File: src/core/iseb_pkg.sv
// Constants for the interrupt source enable bank: register indices, byte
// addresses, field positions, reset values and bus states.
// Assumes a 32-bit Avalon-MM slave port with byte addressing.
package iseb_pkg;

  //////////////////////////////////////////////////////////////////////////
  // Widths
  localparam int unsigned NUM_REGS = 5;
  localparam int unsigned REG_W = 8;
  localparam int unsigned ADDR_W = 12;
  localparam int unsigned IDX_W = 10;
  localparam int unsigned DATA_W = 32;

  //////////////////////////////////////////////////////////////////////////
  // Register indices; byte address is four times the index
  localparam logic [IDX_W-1:0] IDX_SRC_EN_FRAME_RX_STATUS = 10'h105;
  localparam logic [IDX_W-1:0] IDX_SRC_EN_RX_TX_PROGRESS = 10'h106;
  localparam logic [IDX_W-1:0] IDX_SRC_EN_CANCEL_CCA = 10'h107;
  localparam logic [IDX_W-1:0] IDX_SRC_EN_TRANSMIT = 10'h108;
  localparam logic [IDX_W-1:0] IDX_SRC_EN_RECEIVE = 10'h109;
  // Flag (status, write one to clear) registers, same layouts
  localparam logic [IDX_W-1:0] IDX_FLAG_BASE = 10'h115;
  // Output enable (mask) registers, same layouts
  localparam logic [IDX_W-1:0] IDX_OUT_EN_BASE = 10'h125;
  // Read-only summary of pending registers and the interrupt line
  localparam logic [IDX_W-1:0] IDX_SUMMARY = 10'h130;
  localparam int unsigned SUMMARY_IRQ_BIT = 8;

  //////////////////////////////////////////////////////////////////////////
  // Reset values and writable bits
  localparam logic [REG_W-1:0] SRC_EN_RST = 8'h00;
  localparam logic [REG_W-1:0] OUT_EN_RST = 8'h00;
  localparam logic [REG_W-1:0] FLAG_RST = 8'h00;
  // Third register: bits 6 and 5 unassigned, held at zero
  localparam logic [NUM_REGS-1:0][REG_W-1:0] SRC_EN_WMASK =
    {8'hff, 8'hff, 8'h9f, 8'hff, 8'hff};

  //////////////////////////////////////////////////////////////////////////
  // Field positions, register 1 (frame rx status)
  localparam int unsigned R1_FRAME_TX_DONE = 7;
  localparam int unsigned R1_RX_LEVEL = 6;
  localparam int unsigned R1_MODE_SWITCH_RX_DONE = 5;
  localparam int unsigned R1_RX_OVERRUN = 4;
  localparam int unsigned R1_ADDR_FILTER = 3;
  localparam int unsigned R1_FRAME_LEN = 2;
  localparam int unsigned R1_BANK1_RX_DONE = 1;
  localparam int unsigned R1_BANK0_RX_DONE = 0;
  // Register 2 (rx tx progress)
  localparam int unsigned R2_PREAMBLE_DETECT = 7;
  localparam int unsigned R2_CCA_DONE = 6;
  localparam int unsigned R2_GAIN_CTRL_DONE = 5;
  localparam int unsigned R2_RX_BYTE_COUNT = 4;
  localparam int unsigned R2_FRAME_RX_DONE = 3;
  localparam int unsigned R2_RX_START = 2;
  localparam int unsigned R2_TX_START = 1;
  localparam int unsigned R2_TX_BYTE_COUNT = 0;
  // Register 3 (cancel cca)
  localparam int unsigned R3_RX_CANCEL = 7;
  localparam int unsigned R3_TX_UNDERRUN = 4;
  localparam int unsigned R3_AUTO_RX_TIMEOUT = 3;
  localparam int unsigned R3_CHANNEL_CLEAR = 2;
  localparam int unsigned R3_CHANNEL_CHECK_LIMIT = 1;
  localparam int unsigned R3_CARRIER_SENSE = 0;
  // Register 4 (transmit)
  localparam int unsigned R4_FRAME_TX_DONE = 7;
  localparam int unsigned R4_FRAME_SYNC_TX_DONE = 6;
  localparam int unsigned R4_TX_START = 5;
  localparam int unsigned R4_ACCESS_BACKOFF_DONE = 4;
  localparam int unsigned R4_TX_UNDERRUN = 3;
  localparam int unsigned R4_TX_BYTE_COUNT = 2;
  localparam int unsigned R4_BANK1_TX_DONE = 1;
  localparam int unsigned R4_BANK0_TX_DONE = 0;
  // Register 5 (receive)
  localparam int unsigned R5_AUTO_RX_TIMEOUT = 7;
  localparam int unsigned R5_RX_LEVEL = 6;
  localparam int unsigned R5_FRAME_RX_DONE = 5;
  localparam int unsigned R5_FRAME_LEN = 4;
  localparam int unsigned R5_RX_START_ALT = 3;
  localparam int unsigned R5_PREAMBLE_DETECT = 2;
  localparam int unsigned R5_CARRIER_SENSE = 1;
  localparam int unsigned R5_GAIN_CTRL_DONE = 0;

  //////////////////////////////////////////////////////////////////////////
  // Bus answer states
  typedef enum logic [1:0]
  {
    ISEB_ST_IDLE = 2'b01,
    ISEB_ST_ACK = 2'b10
  } iseb_bus_st_t;

endpackage : iseb_pkg

File: src/core/iseb_flag_if.sv
// Carrier between the register file and one flag bank.
// Assumes all signals on the system clock.
`timescale 1ns/10ps
interface iseb_flag_if;
  logic [7:0] src_en;
  logic [7:0] out_en;
  logic [7:0] evt_req;
  logic [7:0] clr;
  logic [7:0] flag;
  logic pend;

  // Flag bank side
  modport bank
  (
    input src_en,
    input out_en,
    input evt_req,
    input clr,
    output flag,
    output pend
  );

  // Register file side
  modport ctrl
  (
    output src_en,
    output out_en,
    output evt_req,
    output clr,
    input flag,
    input pend
  );
endinterface : iseb_flag_if

File: src/core/iseb_flag_bank.sv
// One bank of eight interrupt source flags with their gating.
// Assumes event requests are one-cycle pulses on the system clock.
`timescale 1ns/10ps
module iseb_flag_bank
(
  // Clock and reset
  input wire logic clk_sys_i,
  input wire logic rst_n_i,
  // Control and status
  iseb_flag_if.bank fb
);

  logic [7:0] flag_reg;
  logic [7:0] flag_next;

  //////////////////////////////////////////////////////////////////////////
  // Per-bit set and clear
  genvar b;
  generate
    for (b = 0; b < 8; b++)
    begin : g_bit
      always_comb
      begin
        flag_next[b] = (flag_reg[b] & ~fb.clr[b]) |
                       (fb.evt_req[b] & fb.src_en[b]);
      end
    end
  endgenerate

  // Flag registers
  always_ff @(posedge clk_sys_i)
  begin
    if (!rst_n_i)
      flag_reg <= iseb_pkg::FLAG_RST;
    else
      flag_reg <= flag_next;
  end

  assign fb.pend = |(flag_reg & fb.out_en);
  assign fb.flag = flag_reg;

endmodule : iseb_flag_bank

File: src/core/iseb_top.sv
// Interrupt source enable bank: five source enable registers, matching
// flag and output enable registers, Avalon-MM slave, one interrupt line.
// Assumes event requests come from logic on clk_sys_i, one-cycle pulses.
//
// How it works
// - An enabled event sets its source flag to one.
// - Enable bit zero blocks requests for its source, one permits them.
// - All five source enable registers read zero after reset.
// - First register: tx done, rx level, mode switch, overrun, addr, len.
// - Second register: preamble, CCA, gain, byte counts, rx, tx start.
// - Third register: cancel, underrun, rx timeout, clear, limit, sense.
// - Fourth register: tx done, sync, start, backoff, underrun, banks.
// - Fifth register: timeout, level, rx done, length, start, sense, gain.
// - Output enable bit routes a set flag onto the interrupt pin.
//
// Register access over Avalon-MM was left to the implementer.
`timescale 1ns/10ps
module iseb_top
(
  // Clock and reset
  input wire logic clk_sys_i,
  input wire logic rst_n_i,
  // Avalon-MM register slave
  input wire logic [iseb_pkg::ADDR_W-1:0] avs_address_i,
  input wire logic avs_read_i,
  input wire logic avs_write_i,
  input wire logic [iseb_pkg::DATA_W-1:0] avs_writedata_i,
  input wire logic [3:0] avs_byteenable_i,
  output logic [iseb_pkg::DATA_W-1:0] avs_readdata_o,
  output logic avs_waitrequest_o,
  // Radio event requests, register r bit b at index r*8+b
  input wire logic [iseb_pkg::NUM_REGS*iseb_pkg::REG_W-1:0] evt_req_i,
  // Interrupt output pin, level
  output logic irq_output_pin_o
);

  localparam int unsigned NR = iseb_pkg::NUM_REGS;
  localparam int unsigned RW = iseb_pkg::REG_W;

  //////////////////////////////////////////////////////////////////////////
  // Declarations
  iseb_pkg::iseb_bus_st_t st_reg;
  iseb_pkg::iseb_bus_st_t st_next;
  logic wait_reg;
  logic wait_next;
  logic [iseb_pkg::DATA_W-1:0] rdata_reg;
  logic [iseb_pkg::DATA_W-1:0] rdata_next;
  logic [iseb_pkg::DATA_W-1:0] rd_mux;
  logic irq_reg;
  logic irq_next;
  logic [NR-1:0][RW-1:0] src_en_reg;
  logic [NR-1:0][RW-1:0] src_en_next;
  logic [NR-1:0][RW-1:0] src_en_gate;
  logic [NR-1:0][RW-1:0] out_en_reg;
  logic [NR-1:0][RW-1:0] out_en_next;
  logic [NR-1:0][RW-1:0] flag_vec;
  logic [NR-1:0] pend_vec;
  logic [NR-1:0] sel_src;
  logic [NR-1:0] sel_flag;
  logic [NR-1:0] sel_oen;
  logic sel_sum;
  logic aligned;
  logic [iseb_pkg::IDX_W-1:0] idx;
  logic req;
  logic commit_wr;
  logic [RW-1:0] wbyte;

  //////////////////////////////////////////////////////////////////////////
  // Address decode
  assign idx = avs_address_i[iseb_pkg::ADDR_W-1:2];
  assign aligned = (avs_address_i[1:0] == 2'h0);
  assign sel_sum = aligned & (idx == iseb_pkg::IDX_SUMMARY);
  assign req = avs_read_i | avs_write_i;
  assign wbyte = avs_writedata_i[RW-1:0];

  // Write lands at the edge where waitrequest is sampled low
  assign commit_wr = (st_reg == iseb_pkg::ISEB_ST_ACK) & avs_write_i &
                     avs_byteenable_i[0];

  //////////////////////////////////////////////////////////////////////////
  // Bus answer machine: one wait cycle, then one answer cycle
  always_comb
  begin
    st_next = st_reg;
    wait_next = 1'b1;
    unique case (st_reg)
      iseb_pkg::ISEB_ST_IDLE:
      begin
        if (req)
        begin
          st_next = iseb_pkg::ISEB_ST_ACK;
          wait_next = 1'b0;
        end
      end
      iseb_pkg::ISEB_ST_ACK:
      begin
        // Request completes here; release before the next one
        st_next = iseb_pkg::ISEB_ST_IDLE;
        wait_next = 1'b1;
      end
      default:
      begin
        st_next = iseb_pkg::ISEB_ST_IDLE;
        wait_next = 1'b1;
      end
    endcase
  end

  // Bus answer registers
  always_ff @(posedge clk_sys_i)
  begin
    if (!rst_n_i)
    begin
      st_reg <= iseb_pkg::ISEB_ST_IDLE;
      wait_reg <= 1'b1;
    end
    else
    begin
      st_reg <= st_next;
      wait_reg <= wait_next;
    end
  end

  //////////////////////////////////////////////////////////////////////////
  // Named source enable fields, regrouped into the gate of each bank
  // First register
  wire frame_tx_done_src_en_1 = src_en_reg[0][iseb_pkg::R1_FRAME_TX_DONE];
  wire rx_level_src_en_1 = src_en_reg[0][iseb_pkg::R1_RX_LEVEL];
  wire mode_switch_rx_done_src_en_1 =
    src_en_reg[0][iseb_pkg::R1_MODE_SWITCH_RX_DONE];
  wire rx_overrun_src_en_1 = src_en_reg[0][iseb_pkg::R1_RX_OVERRUN];
  wire addr_filter_src_en_1 = src_en_reg[0][iseb_pkg::R1_ADDR_FILTER];
  wire frame_len_src_en_1 = src_en_reg[0][iseb_pkg::R1_FRAME_LEN];
  wire bank1_rx_done_src_en_1 = src_en_reg[0][iseb_pkg::R1_BANK1_RX_DONE];
  wire bank0_rx_done_src_en_1 = src_en_reg[0][iseb_pkg::R1_BANK0_RX_DONE];
  assign src_en_gate[0] = {frame_tx_done_src_en_1, rx_level_src_en_1,
    mode_switch_rx_done_src_en_1, rx_overrun_src_en_1, addr_filter_src_en_1,
    frame_len_src_en_1, bank1_rx_done_src_en_1, bank0_rx_done_src_en_1};

  wire preamble_detect_src_en_2 = src_en_reg[1][iseb_pkg::R2_PREAMBLE_DETECT];
  wire cca_done_src_en_2 = src_en_reg[1][iseb_pkg::R2_CCA_DONE];
  wire gain_ctrl_done_src_en_2 = src_en_reg[1][iseb_pkg::R2_GAIN_CTRL_DONE];
  wire rx_byte_count_src_en_2 = src_en_reg[1][iseb_pkg::R2_RX_BYTE_COUNT];
  wire frame_rx_done_src_en_2 = src_en_reg[1][iseb_pkg::R2_FRAME_RX_DONE];
  wire rx_start_src_en_2 = src_en_reg[1][iseb_pkg::R2_RX_START];
  wire tx_start_src_en_2 = src_en_reg[1][iseb_pkg::R2_TX_START];
  wire tx_byte_count_src_en_2 = src_en_reg[1][iseb_pkg::R2_TX_BYTE_COUNT];
  assign src_en_gate[1] = {preamble_detect_src_en_2, cca_done_src_en_2,
    gain_ctrl_done_src_en_2, rx_byte_count_src_en_2, frame_rx_done_src_en_2,
    rx_start_src_en_2, tx_start_src_en_2, tx_byte_count_src_en_2};

  // Third register, bits 6 and 5 never gate a flag
  wire rx_cancel_src_en_3 = src_en_reg[2][iseb_pkg::R3_RX_CANCEL];
  wire tx_underrun_src_en_3 = src_en_reg[2][iseb_pkg::R3_TX_UNDERRUN];
  wire auto_rx_timeout_src_en_3 = src_en_reg[2][iseb_pkg::R3_AUTO_RX_TIMEOUT];
  wire channel_clear_src_en_3 = src_en_reg[2][iseb_pkg::R3_CHANNEL_CLEAR];
  wire channel_check_limit_src_en_3 =
    src_en_reg[2][iseb_pkg::R3_CHANNEL_CHECK_LIMIT];
  wire carrier_sense_src_en_3 = src_en_reg[2][iseb_pkg::R3_CARRIER_SENSE];
  assign src_en_gate[2] = {rx_cancel_src_en_3, 2'h0, tx_underrun_src_en_3,
    auto_rx_timeout_src_en_3, channel_clear_src_en_3,
    channel_check_limit_src_en_3, carrier_sense_src_en_3};

  wire frame_tx_done_src_en_4 = src_en_reg[3][iseb_pkg::R4_FRAME_TX_DONE];
  wire frame_sync_tx_done_src_en_4 =
    src_en_reg[3][iseb_pkg::R4_FRAME_SYNC_TX_DONE];
  wire tx_start_src_en_4 = src_en_reg[3][iseb_pkg::R4_TX_START];
  wire access_backoff_done_src_en_4 =
    src_en_reg[3][iseb_pkg::R4_ACCESS_BACKOFF_DONE];
  wire tx_underrun_src_en_4 = src_en_reg[3][iseb_pkg::R4_TX_UNDERRUN];
  wire tx_byte_count_src_en_4 = src_en_reg[3][iseb_pkg::R4_TX_BYTE_COUNT];
  wire bank1_tx_done_src_en_4 = src_en_reg[3][iseb_pkg::R4_BANK1_TX_DONE];
  wire bank0_tx_done_src_en_4 = src_en_reg[3][iseb_pkg::R4_BANK0_TX_DONE];
  assign src_en_gate[3] = {frame_tx_done_src_en_4,
    frame_sync_tx_done_src_en_4, tx_start_src_en_4,
    access_backoff_done_src_en_4, tx_underrun_src_en_4,
    tx_byte_count_src_en_4, bank1_tx_done_src_en_4, bank0_tx_done_src_en_4};

  wire auto_rx_timeout_src_en_5 = src_en_reg[4][iseb_pkg::R5_AUTO_RX_TIMEOUT];
  wire rx_level_src_en_5 = src_en_reg[4][iseb_pkg::R5_RX_LEVEL];
  wire frame_rx_done_src_en_5 = src_en_reg[4][iseb_pkg::R5_FRAME_RX_DONE];
  wire frame_len_src_en_5 = src_en_reg[4][iseb_pkg::R5_FRAME_LEN];
  wire rx_start_alt_src_en_5 = src_en_reg[4][iseb_pkg::R5_RX_START_ALT];
  wire preamble_detect_src_en_5 = src_en_reg[4][iseb_pkg::R5_PREAMBLE_DETECT];
  wire carrier_sense_src_en_5 = src_en_reg[4][iseb_pkg::R5_CARRIER_SENSE];
  wire gain_ctrl_done_src_en_5 = src_en_reg[4][iseb_pkg::R5_GAIN_CTRL_DONE];
  assign src_en_gate[4] = {auto_rx_timeout_src_en_5, rx_level_src_en_5,
    frame_rx_done_src_en_5, frame_len_src_en_5, rx_start_alt_src_en_5,
    preamble_detect_src_en_5, carrier_sense_src_en_5, gain_ctrl_done_src_en_5};

  //////////////////////////////////////////////////////////////////////////
  // Per-register decode, storage and flag bank
  genvar r;
  generate
    for (r = 0; r < NR; r++)
    begin : g_reg
      iseb_flag_if fif ();

      // Decode of the three registers of this group
      assign sel_src[r] = aligned &
        (idx == iseb_pkg::IDX_W'(iseb_pkg::IDX_SRC_EN_FRAME_RX_STATUS + r));
      assign sel_flag[r] = aligned &
        (idx == iseb_pkg::IDX_W'(iseb_pkg::IDX_FLAG_BASE + r));
      assign sel_oen[r] = aligned &
        (idx == iseb_pkg::IDX_W'(iseb_pkg::IDX_OUT_EN_BASE + r));

      always_comb
      begin
        src_en_next[r] = src_en_reg[r];
        if (commit_wr && sel_src[r])
        begin
          src_en_next[r] = wbyte & iseb_pkg::SRC_EN_WMASK[r];
        end
      end

      always_comb
      begin
        out_en_next[r] = out_en_reg[r];
        if (commit_wr && sel_oen[r])
          out_en_next[r] = wbyte;
      end

      always_ff @(posedge clk_sys_i)
      begin
        if (!rst_n_i)
        begin
          src_en_reg[r] <= iseb_pkg::SRC_EN_RST;
          out_en_reg[r] <= iseb_pkg::OUT_EN_RST;
        end
        else
        begin
          src_en_reg[r] <= src_en_next[r];
          out_en_reg[r] <= out_en_next[r];
        end
      end

      // Bank hookup; clear is write one to the flag register
      assign fif.src_en = src_en_gate[r];
      assign fif.out_en = out_en_reg[r];
      assign fif.evt_req = evt_req_i[r*RW +: RW];
      assign fif.clr = (commit_wr && sel_flag[r]) ? wbyte : 8'h00;
      assign flag_vec[r] = fif.flag;
      assign pend_vec[r] = fif.pend;

      iseb_flag_bank u_bank
      (
        .clk_sys_i (clk_sys_i),
        .rst_n_i (rst_n_i),
        .fb (fif)
      );
    end
  endgenerate

  //////////////////////////////////////////////////////////////////////////
  // Read data mux; unmapped addresses read zero
  always_comb
  begin
    rd_mux = '0;
    for (int i = 0; i < NR; i++)
    begin
      if (sel_src[i])
        rd_mux[RW-1:0] = src_en_reg[i];
      if (sel_flag[i])
        rd_mux[RW-1:0] = flag_vec[i];
      if (sel_oen[i])
        rd_mux[RW-1:0] = out_en_reg[i];
    end
    if (sel_sum)
    begin
      rd_mux[NR-1:0] = pend_vec;
      rd_mux[iseb_pkg::SUMMARY_IRQ_BIT] = irq_reg;
    end
  end

  // Read data captured on the wait cycle, stands through the answer
  always_comb
  begin
    rdata_next = rdata_reg;
    if ((st_reg == iseb_pkg::ISEB_ST_IDLE) && avs_read_i)
      rdata_next = rd_mux;
  end

  // Read data register
  always_ff @(posedge clk_sys_i)
  begin
    if (!rst_n_i)
      rdata_reg <= '0;
    else
      rdata_reg <= rdata_next;
  end

  //////////////////////////////////////////////////////////////////////////
  // Interrupt line: any unmasked flag set
  always_comb
  begin
    irq_next = |pend_vec;
  end

  // Interrupt register
  always_ff @(posedge clk_sys_i)
  begin
    if (!rst_n_i)
      irq_reg <= 1'b0;
    else
      irq_reg <= irq_next;
  end

  //////////////////////////////////////////////////////////////////////////
  // Outputs straight from flops
  assign avs_readdata_o = rdata_reg;
  assign avs_waitrequest_o = wait_reg;
  assign irq_output_pin_o = irq_reg;

endmodule : iseb_top

File: config.mk
export PLATFORM = sky130hd
export DESIGN_NAME = iseb_top
export DESIGN_NICKNAME = d
export VERILOG_FILES = /design/src/core/iseb_pkg.sv /design/src/core/iseb_flag_if.sv /design/src/core/iseb_flag_bank.sv /design/src/core/iseb_top.sv
export SDC_FILE = /design/constraint.sdc
export NUM_CORES = 1
export LEC_CHECK = 0
export BUFFER_PORTS_ARGS = -buffer_cell sky130_fd_sc_hd__buf_4
export CORE_ASPECT_RATIO = 2
export CORE_UTILIZATION = 35
export CTS_CLUSTER_DIAMETER = 200
export DETAILED_ROUTE_END_ITERATION = 6
export GPL_TIMING_DRIVEN = 0
export HOLD_SLACK_MARGIN = 0.15
export SLEW_MARGIN = 20
export SYNTH_ARGS = -nofsm -noshare
export SYNTH_HDL_FRONTEND = slang
export SYNTH_SLANG_ARGS = --single-unit
File: constraint.sdc
create_clock -name clk_sys_i -period 1.95 [get_ports clk_sys_i]
set_input_delay 0.39 -clock clk_sys_i [delete_from_list [all_inputs] [get_ports clk_sys_i]]
set_output_delay 0.39 -clock clk_sys_i [all_outputs]
set_load 0.02 [all_outputs]
==> reports/qor.csv, run 1 <==
stage;metric;value;unit
outcome;status;finished clean;
worst_hold_path;hold crit path type;in -> reg;
synth;Syn Area/Cell;8.34;µm²
sta;hold_ws;0.182;ns
worst_setup_path;critical path arrival;2.23;ns
die;Rows;73;
sta;final hold vios;0;
synth;post-synthesis sequential area ratio;37.2;%
drt;vias per cell;5.84;
sta;relative slew slack;31.7;%
cts;hold_buf cts;0;
die;Ports;126;
finish;Inserted Diodes;0;
die;DIE AREA;20700;µm²
sta;Setup WS post-layout;0.0306;ns
synth;leading area contributor after synthesis;dfxtp_1;
cts;Bufs on Longest Clock Path;2;
power;power share of the sequential group;39.4;%
worst_setup_path;Req. time, crit path;2.26;ns
sta;fmax;521;MHz
job;maxcap violations;0;
worst_setup_path;CP startpoint kind;input pin;
finish;layout cells sized above 1;22.1;%
drt;Post-DRT Antenna Nets;0;
cts;TritonCTS clock tree;done;
drt;Vias;7306;
worst_setup_path;WS Path Type;in -> reg;
finish;Non-Filler Instances;1252;
drt;first-pass iteration count of the detailed router;5;
synth;async set-reset flop share out of synthesis;0;%
sta;fin. max-slew vios;0;
sta;period utilization;98.4;%
synth;Ys Warns;0;
global_route;initial antenna violation count;0;
place;Worst Setup Slack post-DPL;-0.839;ns
worst_setup_path;critical-path maximum fanout;9;
sta;final setup fails;0;
global_route;vias in the first global route;7060;
drt;Starting DRT DRC Count;533;
power;internal power;5.09;mW
die;starting density of the core;35.5;%
cts;worst skew pair latency;0.44;ns
die;die height;203;µm
cts;CTS clk-pin slew, worst paths;0.06;ns
power;Psw;1.76;mW
drt;DR WL/cell;26.2;µm
place;cell total after placement;1200;
global_route;overall routing resource usage;32.9;%
cts;Root Buffer;clkbuf_16;
sta;Worst Skew;0.0117;ns
finish;Filler cells;2049;
die;die width;102;µm
power;Comb pwr share;10.6;%
synth;ys flop type;dfxtp_1;
global_route;global-route wire length before repair;47200;µm
synth;Yosys reg bits;131;
worst_setup_path;Worst setup EP type;flip-flop;
sta;setup TNS;0;ns
power;peak supply drop;419;µV
place;DP HPWL;25000;µm
cts;Num CTS Buffers;17;
die;CORE AREA;19800;µm²
finish;commonest non-fill, non-tap cell in the layout;nand2_1;
power;Pwr Density;764;nW/µm²
drt;Detailed Route WL;32900;µm
finish;area growth from synthesis to final layout;27.3;%
drt;Residual DRC;0;
synth;Gate Count Post-Synth;845;
place;port bufs;71;
sta;Tmin final;1.92;ns
finish;most frequent cells in the layout;135 x nand2_1, 131 x dfxtp_1, 121 x buf_4;
power;switch share;25.7;%
power;clock group share of total power;50.0;%
synth;top post-synthesis cells by area;dfxtp_1 37%, nand2_1 7.3%, a22oi_1 7.1%;
sta;RSZ-0062 raised after global routing;true;
place;Final GP Congestion;0.992;
cts;CTS Sinks;131;
synth;Netlist cell types;64;
power;LEAKAGE;3.17;nW
synth;Post-synth EDFFs;0;
finish;nets@finish;1069;
synth;cell area after synthesis;7050;µm²
synth;Yosys top cell area share;37.2;%
global_route;largest net degree at the start of global routing;17;
cts;H-tree Lvls;4;
sta;Slew @ Worst Pin;1.02;ns
global_route;GR Overflow Total;0;
[synth_stat cells (2+ instances only)]
| cell | n |
|---|---|
| a21oi_1 | 26 |
| a31oi_1 | 6 |
| clkbuf_1 | 31 |
| buf_6 | 3 |
| o211ai_1 | 9 |
| a22oi_1 | 67 |
| and4_1 | 3 |
| o21a_1 | 3 |
| a2bb2oi_1 | 2 |
| nand2_1 | 137 |
| or3_1 | 4 |
| nor2_4 | 3 |
| o32ai_1 | 2 |
| a21boi_0 | 55 |
| a221oi_1 | 11 |
| nor3_1 | 9 |
| o221ai_1 | 3 |
| buf_2 | 16 |
| a211oi_1 | 3 |
| nor2b_1 | 71 |
| nor3_2 | 3 |
| nor2_2 | 4 |
| o22ai_1 | 11 |
| nand4b_1 | 2 |
| nand2b_1 | 4 |
| a32oi_1 | 3 |
| nor3_4 | 3 |
| and2_1 | 6 |
| buf_4 | 25 |
| and3_1 | 4 |
| o2bb2ai_1 | 2 |
| mux2i_1 | 38 |
| nor2_1 | 23 |
| and4b_1 | 2 |
| inv_1 | 6 |
| nand3_1 | 46 |
| o2111ai_1 | 5 |
| dfxtp_1 | 131 |
| o21ai_0 | 35 |
| nand3_2 | 2 |
| nand4_1 | 3 |
[cells by family (layout without fill, tap and decap cells)]
| family | count (synthesis) | after routing | synth area share (%) |
|---|---|---|---|
| other | 1 | 23 | 0.0532 |
| buffers and inverters | 83 | 206 | 6.36 |
| AO/OA/AOI/OAI | 252 | 252 | 25.2 |
| multiplexers | 39 | 39 | 5.56 |
| AND/OR/NAND/NOR | 339 | 339 | 25.6 |
| flip-flops | 131 | 131 | 37.2 |
[power groups by stage]
stage / Combinational, mW / Clock, mW / Sequential, mW
after CTS: 0.697 / 3.44 / 2.70
after global placement: 0.684 / 0 / 2.76
after detailed placement: 0.680 / 0 / 2.76
final: 0.724 / 3.43 / 2.70
after floorplan: 0.335 / 0 / 2.78
after global routing: 0.753 / 3.55 / 2.70
[layout make-up]
class / count / area, µm² / share of cell area, %
repair buffers: 93 / 723 / 8.06
plain buffers: 74 / 437 / 4.87
multi-input cells: 653 / 4220 / 47.0
flip-flops and latches: 131 / 2620 / 29.2
well taps: 262 / 328 / 3.65
clock buffers: 18 / 429 / 4.78
clock inverters: 14 / 188 / 2.09
inverters: 7 / 26.3 / 0.293
[stage by stage]
step | total power, mW | util, % | cell area, µm²
floorplan | 3.11 | - | 7140
global placement | 3.45 | 40.3 | 8000
detailed placement | 3.44 | 40.3 | 8000
CTS | 6.84 | 44.2 | 8760
global route | 7.00 | 45.3 | 8970
finish | 6.86 | 45.3 | 8970
[per-layer routing]
metal,global-route usage [%],part of all wire (%)
met5,0,0
met3,4.37,5.4
met2,57.1,50
met4,29.4,11
met1,33.3,33
[final timing paths]
kind	startpoint	slack (ns)	cells past startpoint	endpoint
worst min register to register	g_reg[4].fif.out_en[6]	0.48	2	g_reg[4].fif.out_en[6]
worst max-delay path	avs_address_i[8]	0.03	8	avs_readdata_o[1]
worst max register to register	st_reg[0]	0.14	7	avs_readdata_o[3]
worst min-delay path	avs_read_i	0.18	2	st_reg[0]
[critical path, cell delays in order]
cell      delay, ns
buf_2          0.31
or3_1          0.16
clkbuf_1       0.31
nor2_1         0.20
a32o_1         0.32
o221ai_1       0.24
and4_4         0.26
a211oi_2       0.03
[what timing repair did]
item                                    in CTS  in global routing
resized for setup                           28                 21
buffers inserted                             6                 16
pin swaps                                    6                  8
endpoints found under the setup margin      98                 92
No activity file was read; power rests on OpenSTA's default activity.
==> run 2, diff against run 1 <==
CORE_ASPECT_RATIO = not set   (was 2)
TNS_END_PERCENT = 30   (was not set)
==> run 2 against run 1 <==
The run now ends with setup timing left. Flip-flop and latch count unchanged. Global-route usage decreased by 3.9 points. Utilization decreased by 0.41 points. Highest routed layer unchanged. Die area decreased by 0.17%. Count of clock-buffer cells in the layout increased by 3. Combinational power decreased by 4.6%. Largest power group unchanged. Critical path type unchanged. Non-clock buffer count decreased by 11.
==> reports/qor.csv, run 2 (synthesized netlist as in run 1, its figures left out) <==
stage;metric;value;unit
outcome;status;complete, but fails checks;
outcome;violated checks;setup timing;
finish;nets@finish;1058;
worst_setup_path;r2r worst-path depth;6;
finish;most frequent cells in the layout;132 x nand2_1, 131 x dfxtp_1, 105 x buf_4;
worst_setup_path;CP startpoint kind;input pin;
sta;fmax;505;MHz
worst_setup_path;reg-to-reg endpoint;g_reg[2].u_bank.fb.flag[0];
drt;Residual DRC;0;
finish;layout cells sized above 1;20.6;%
job;maxcap violations;0;
die;die height;144;µm
global_route;initial antenna violation count;0;
cts;Root Buffer;clkbuf_16;
sta;Setup WS post-layout;-0.0300;ns
drt;Detailed Route WL;29400;µm
worst_setup_path;CP Depth;9;
power;peak supply drop;353;µV
worst_hold_path;Hold Path Depth;2;
place;port bufs;71;
drt;DR WL/cell;23.7;µm
worst_setup_path;Worst setup EP type;flip-flop;
sta;relative slew slack;37.4;%
global_route;global-route wire length before repair;42400;µm
worst_setup_path;critical path arrival;2.27;ns
finish;Inserted Diodes;0;
worst_setup_path;WS Path Type;in -> reg;
worst_setup_path;critical-path maximum fanout;10;
worst_hold_path;hold crit path type;in -> reg;
cts;worst skew pair latency;0.44;ns
place;Final GP Congestion;1.01;
finish;commonest non-fill, non-tap cell in the layout;nand2_1;
drt;Starting DRT DRC Count;923;
die;starting density of the core;36.0;%
drt;Post-DRT Antenna Nets;0;
worst_setup_path;slowest cell on the critical path;a31oi_1;
power;total power;6.44;mW
finish;Non-Filler Instances;1243;
die;DIE AREA;20700;µm²
sta;Worst Skew;0.0128;ns
worst_setup_path;WP buf/inv;3;
cts;H-tree Lvls;4;
cts;CTS Sinks;131;
global_route;vias in the first global route;6602;
power;Pwr Density;733;nW/µm²
worst_setup_path;CP cell instances;buf_4 -> buf_2 -> buf_2 -> o21a_1 -> nor4b_2 -> a21oi_1 -> o211ai_1 -> a31oi_1 -> o22ai_1;
sta;RSZ-0062 raised after global routing;true;
sta;fin. max-slew vios;0;
worst_setup_path;flop2flop setup slack;0.08;ns
finish;area growth from synthesis to final layout;24.7;%
worst_setup_path;RR Startpoint;st_reg[0];
sta;period utilization;102;%
global_route;overall routing resource usage;29.0;%
sta;Tmin final;1.98;ns
sta;final setup fails;4;
cts;Num CTS Buffers;17;
worst_hold_path;worst hold start;avs_read_i;
cts;CTS clk-pin slew, worst paths;0.06;ns
power;LEAKAGE;3.06;nW
global_route;GR Overflow Total;0;
cts;Bufs on Longest Clock Path;2;
worst_setup_path;slowest stage delay, CP;0.38;ns
die;CORE AREA;19600;µm²
global_route;largest net degree at the start of global routing;17;
cts;TritonCTS clock tree;done;
sta;final hold vios;0;
drt;Vias;7079;
sta;Slew @ Worst Pin;0.939;ns
die;die width;144;µm
place;DP HPWL;21400;µm
worst_setup_path;most used cell, CP;buf_2;
drt;first-pass iteration count of the detailed router;5;
place;cell total after placement;1203;
die;Rows;51;
worst_setup_path;CP top delay family;compound AO/OA/AOI/OAI gates;
place;Post-Place Cell Area;7990;µm²
die;Ports;126;
drt;vias per cell;5.70;
worst_hold_path;Hold Path Sink;st_reg[0];
worst_setup_path;Req. time, crit path;2.24;ns
finish;post-route cell area;8780;µm²
-- run 2: cell types whose count changed in the layout (fill, tap and decap cells not counted), moves of 3 or more --
cell and change:
bufinv_16 -3, o21ai_1 -4, nand2_2 +3, a221oi_2 -4, buf_4 -16, clkinv_4 -4, a221oi_1 +4, nand2_1 -3
o21ai_0 +4, nor2_2 +3, clkinvlp_4 +3
-- run 2: worst max path at each step --
| stage | startpoint | end | slack, ns |
|---|---|---|---|
| 5_1_grt | avs_address_i[11] | avs_readdata_o[6] | -0.08 |
| 4_1_cts | avs_address_i[7] | g_reg[4].u_bank.fb.flag[3] | -0.02 |
| 2_1_floorplan | avs_address_i[11] | avs_readdata_o[5] | -0.05 |
| 6_report | avs_address_i[7] | avs_readdata_o[0] | -0.03 |
| 3_3_place_gp | avs_address_i[6] | avs_readdata_o[1] | -0.71 |
| 3_5_place_dp | avs_address_i[6] | avs_readdata_o[1] | -0.70 |
-- run 2: cell type report --
class | count | area (µm²)
repair buffers | 81 | 646
inverters | 7 | 26.3
clock buffers | 21 | 460
well taps | 265 | 332
flip-flops and latches | 131 | 2620
fillers | 2012 | 10800
multi-input cells | 653 | 4170
clock inverters | 10 | 85.1
plain buffers | 75 | 442
-- run 2: per-stage QoR --
step | hold WS, ns | setup TNS (ns) | worst slack, ns | util (%)
after floorplan | 0.425 | -0.201 | -0.0469 | -
after global placement | 0.463 | -64.06 | -0.714 | 40.8
after detailed placement | 0.460 | -61.65 | -0.700 | 40.8
after CTS | 0.170 | -0.0497 | -0.0220 | 44.1
after global routing | 0.202 | -0.299 | -0.0795 | 44.8
final | 0.171 | -0.0812 | -0.0300 | 44.8
-- run 2: metal layers --
metal	wire, µm	vias up	global-route usage [%]	part of all wire [%]
met5	0	-	0	0
met4	1580	0	17.6	5.4
met3	2370	75	3.97	8.1
met2	12700	357	42.9	43
met1	12800	3376	39.7	43
li1	-	3271	-	-
-- run 2: repair_timing --
item | in CTS | in global routing
hold buffers | 0 | 0
endpoints found under the setup margin | 86 | 91
pin swaps | 3 | 7
gates resized for setup | 19 | 21
buffers inserted | 3 | 7
-- run 2: power by group --
| part | switching (mW) | leakage [nW] | internal [mW] | total, mW |
|---|---|---|---|---|
| Sequential | 0.00997 | 1.06 | 2.69 | 2.70 |
| Combinational | 0.432 | 1.75 | 0.258 | 0.691 |
| Clock | 1.25 | 0.261 | 1.80 | 3.04 |
| Total | 1.69 | 3.06 | 4.75 | 6.44 |
==> run 3, diff against run 2 <==
CORE_UTILIZATION = 42   (was 35)
CTS_BUF_LIST = sky130_fd_sc_hd__clkbuf_16   (was not set)
PLACE_DENSITY = 0.65   (was not set)
==> run 3 against run 2 <==
The flow now finishes without violations. Non-clock buffer count fell by 4. Sequential share of layout area rose by 0.14 points. Clock skew fell by 0.0054 ns. Combinational power barely moved. Register-to-register slack got worse by 0.03 ns. Maximum frequency rose by 1.8%. Hold slack improved by 0.010 ns. Highest routed layer unchanged.
==> reports/qor.csv, run 3 (synthesized netlist as in run 1, its figures left out) <==
stage;metric;value;unit
sta;fmax;514;MHz
sta;relative slew slack;38.3;%
cts;worst skew pair latency;0.44;ns
global_route;vias in the first global route;6569;
cts;Bufs on Longest Clock Path;2;
worst_setup_path;WS Path Type;in -> reg;
die;DIE AREA;17300;µm²
worst_setup_path;CP top delay family;simple AND/OR/NAND/NOR gates;
worst_setup_path;critical-path maximum fanout;10;
place;port bufs;71;
die;Rows;46;
worst_setup_path;Worst setup EP type;flip-flop;
finish;post-route cell area;8740;µm²
worst_setup_path;slowest stage delay, CP;0.54;ns
power;peak supply drop;656;µV
die;die width;132;µm
drt;Starting DRT DRC Count;833;
finish;commonest non-fill, non-tap cell in the layout;nand2_1;
worst_setup_path;WP buf/inv;2;
drt;Detailed Route WL;28700;µm
die;die height;132;µm
sta;RSZ-0062 raised after global routing;true;
worst_setup_path;CP startpoint kind;input pin;
sta;final hold vios;0;
place;DP HPWL;20800;µm
sta;final setup fails;0;
drt;Post-DRT Antenna Nets;0;
global_route;largest net degree at the start of global routing;17;
outcome;status;finished clean;
drt;vias per cell;6.01;
finish;nets@finish;1054;
cts;H-tree Lvls;4;
worst_setup_path;Req. time, crit path;2.26;ns
finish;area growth from synthesis to final layout;24.1;%
sta;Worst Skew;0.00737;ns
cts;hold_buf cts;0;
cts;Num CTS Buffers;17;
die;starting density of the core;43.7;%
drt;Residual DRC;0;
finish;layout cells sized above 1;20.5;%
worst_setup_path;RR Startpoint;st_reg[0];
place;Post-Place Cell Area;7930;µm²
drt;DR WL/cell;24.1;µm
finish;Inserted Diodes;0;
die;CORE AREA;16100;µm²
cts;Root Buffer;clkbuf_16;
die;Ports;126;
worst_hold_path;hold crit path type;in -> reg;
sta;period utilization;99.7;%
drt;first-pass iteration count of the detailed router;6;
power;total power;6.79;mW
power;Pwr Density;777;nW/µm²
cts;CTS clk-pin slew, worst paths;0.06;ns
cts;TritonCTS clock tree;done;
sta;Tmin final;1.94;ns
job;maxcap violations;0;
global_route;overall routing resource usage;33.4;%
global_route;GR Overflow Total;0;
worst_setup_path;slowest cell on the critical path;or4b_4;
place;Worst Setup Slack post-DPL;-0.798;ns
worst_setup_path;critical path arrival;2.26;ns
sta;hold_ws;0.181;ns
worst_hold_path;worst hold start;avs_read_i;
worst_setup_path;Critical Path Source;avs_address_i[11];
finish;most frequent cells in the layout;132 x nand2_1, 131 x dfxtp_1, 106 x buf_4;
worst_setup_path;CP cell instances;buf_4 -> or4b_4 -> buf_6 -> nor3_4 -> nand3_2 -> or3_1 -> o211ai_1 -> a31oi_1;
sta;Setup WS post-layout;0.00550;ns
sta;Slew @ Worst Pin;0.925;ns
global_route;global-route wire length before repair;42200;µm
cts;CTS Sinks;131;
sta;fin. max-slew vios;0;
global_route;initial antenna violation count;0;
place;Final GP Congestion;0.986;
power;LEAKAGE;3.09;nW
drt;Vias;7160;
## run 3: changes by cell type in the layout (fill, tap and decap cells not counted), moves of 3 or more
cell       before  now
clkinv_2        5    2
clkbuf_4        2    5
clkbuf_1       27   23
buf_12          3    0
bufinv_16       1    4
clkinv_4        0    3
## run 3: routing by layer
metal / global-route usage [%] / vias to the layer above / wire, µm
met4: 16.0 / 0 / 1280
met2: 48.4 / 405 / 12200
li1: - / 3268 / -
met3: 9.99 / 66 / 3180
met1: 44.9 / 3421 / 12100
met5: 0 / - / 0
## run 3: path summary, 6_finish.rpt
check	slack [ns]	depth (start not counted)	to
worst max-delay path	0.005	8	avs_readdata_o[5]
worst min-delay path	0.18	2	st_reg[0]
worst max register to register	0.05	5	g_reg[3].fif.out_en[2]
worst min register to register	0.47	2	avs_readdata_o[8]
## run 3: stage by stage
| stage | setup TNS [ns] | cells | utilization [%] |
|---|---|---|---|
| final | 0 | 1191 | 54.3 |
| after global routing | -0.598 | 1191 | 54.3 |
| after CTS | -1.85 | 1189 | 53.5 |
| after detailed placement | -57.86 | 1154 | 49.2 |
| after global placement | -58.20 | 1154 | 49.2 |
| after floorplan | -0.201 | 867 | - |
## run 3: area by class of cell
| cell class | instances | area [µm²] |
|---|---|---|
| Buffer | 74 | 443 |
| Clock buffer | 17 | 425 |
| Clock inverter | 15 | 191 |
| Fill cell | 1579 | 7370 |
| Inverter | 7 | 26.3 |
| Multi-Input combinational cell | 653 | 4180 |
| Sequential cell | 131 | 2620 |
| Tap cell | 216 | 270 |
| Timing Repair Buffer | 78 | 586 |
## run 3: worst register-to-register path: cells and delay by family (launching register included)
kind | cells | cell delay (ns)
simple gates | 4 | 1.38
flops | 1 | 0.31
compound gates | 1 | 0.09
## run 3: repair_timing
action | 4_1_cts | 5_1_grt
setup endpoints to repair | 85 | 94
pin swaps | 2 | 6
resized for setup | 16 | 32
setup buffers | 3 | 4
## run 3: report_power, final
| group | switching (mW) | internal (mW) | total (mW) |
|---|---|---|---|
| clock network | 1.27 | 2.13 | 3.40 |
| logic | 0.431 | 0.260 | 0.690 |
| registers | 0.00991 | 2.69 | 2.70 |
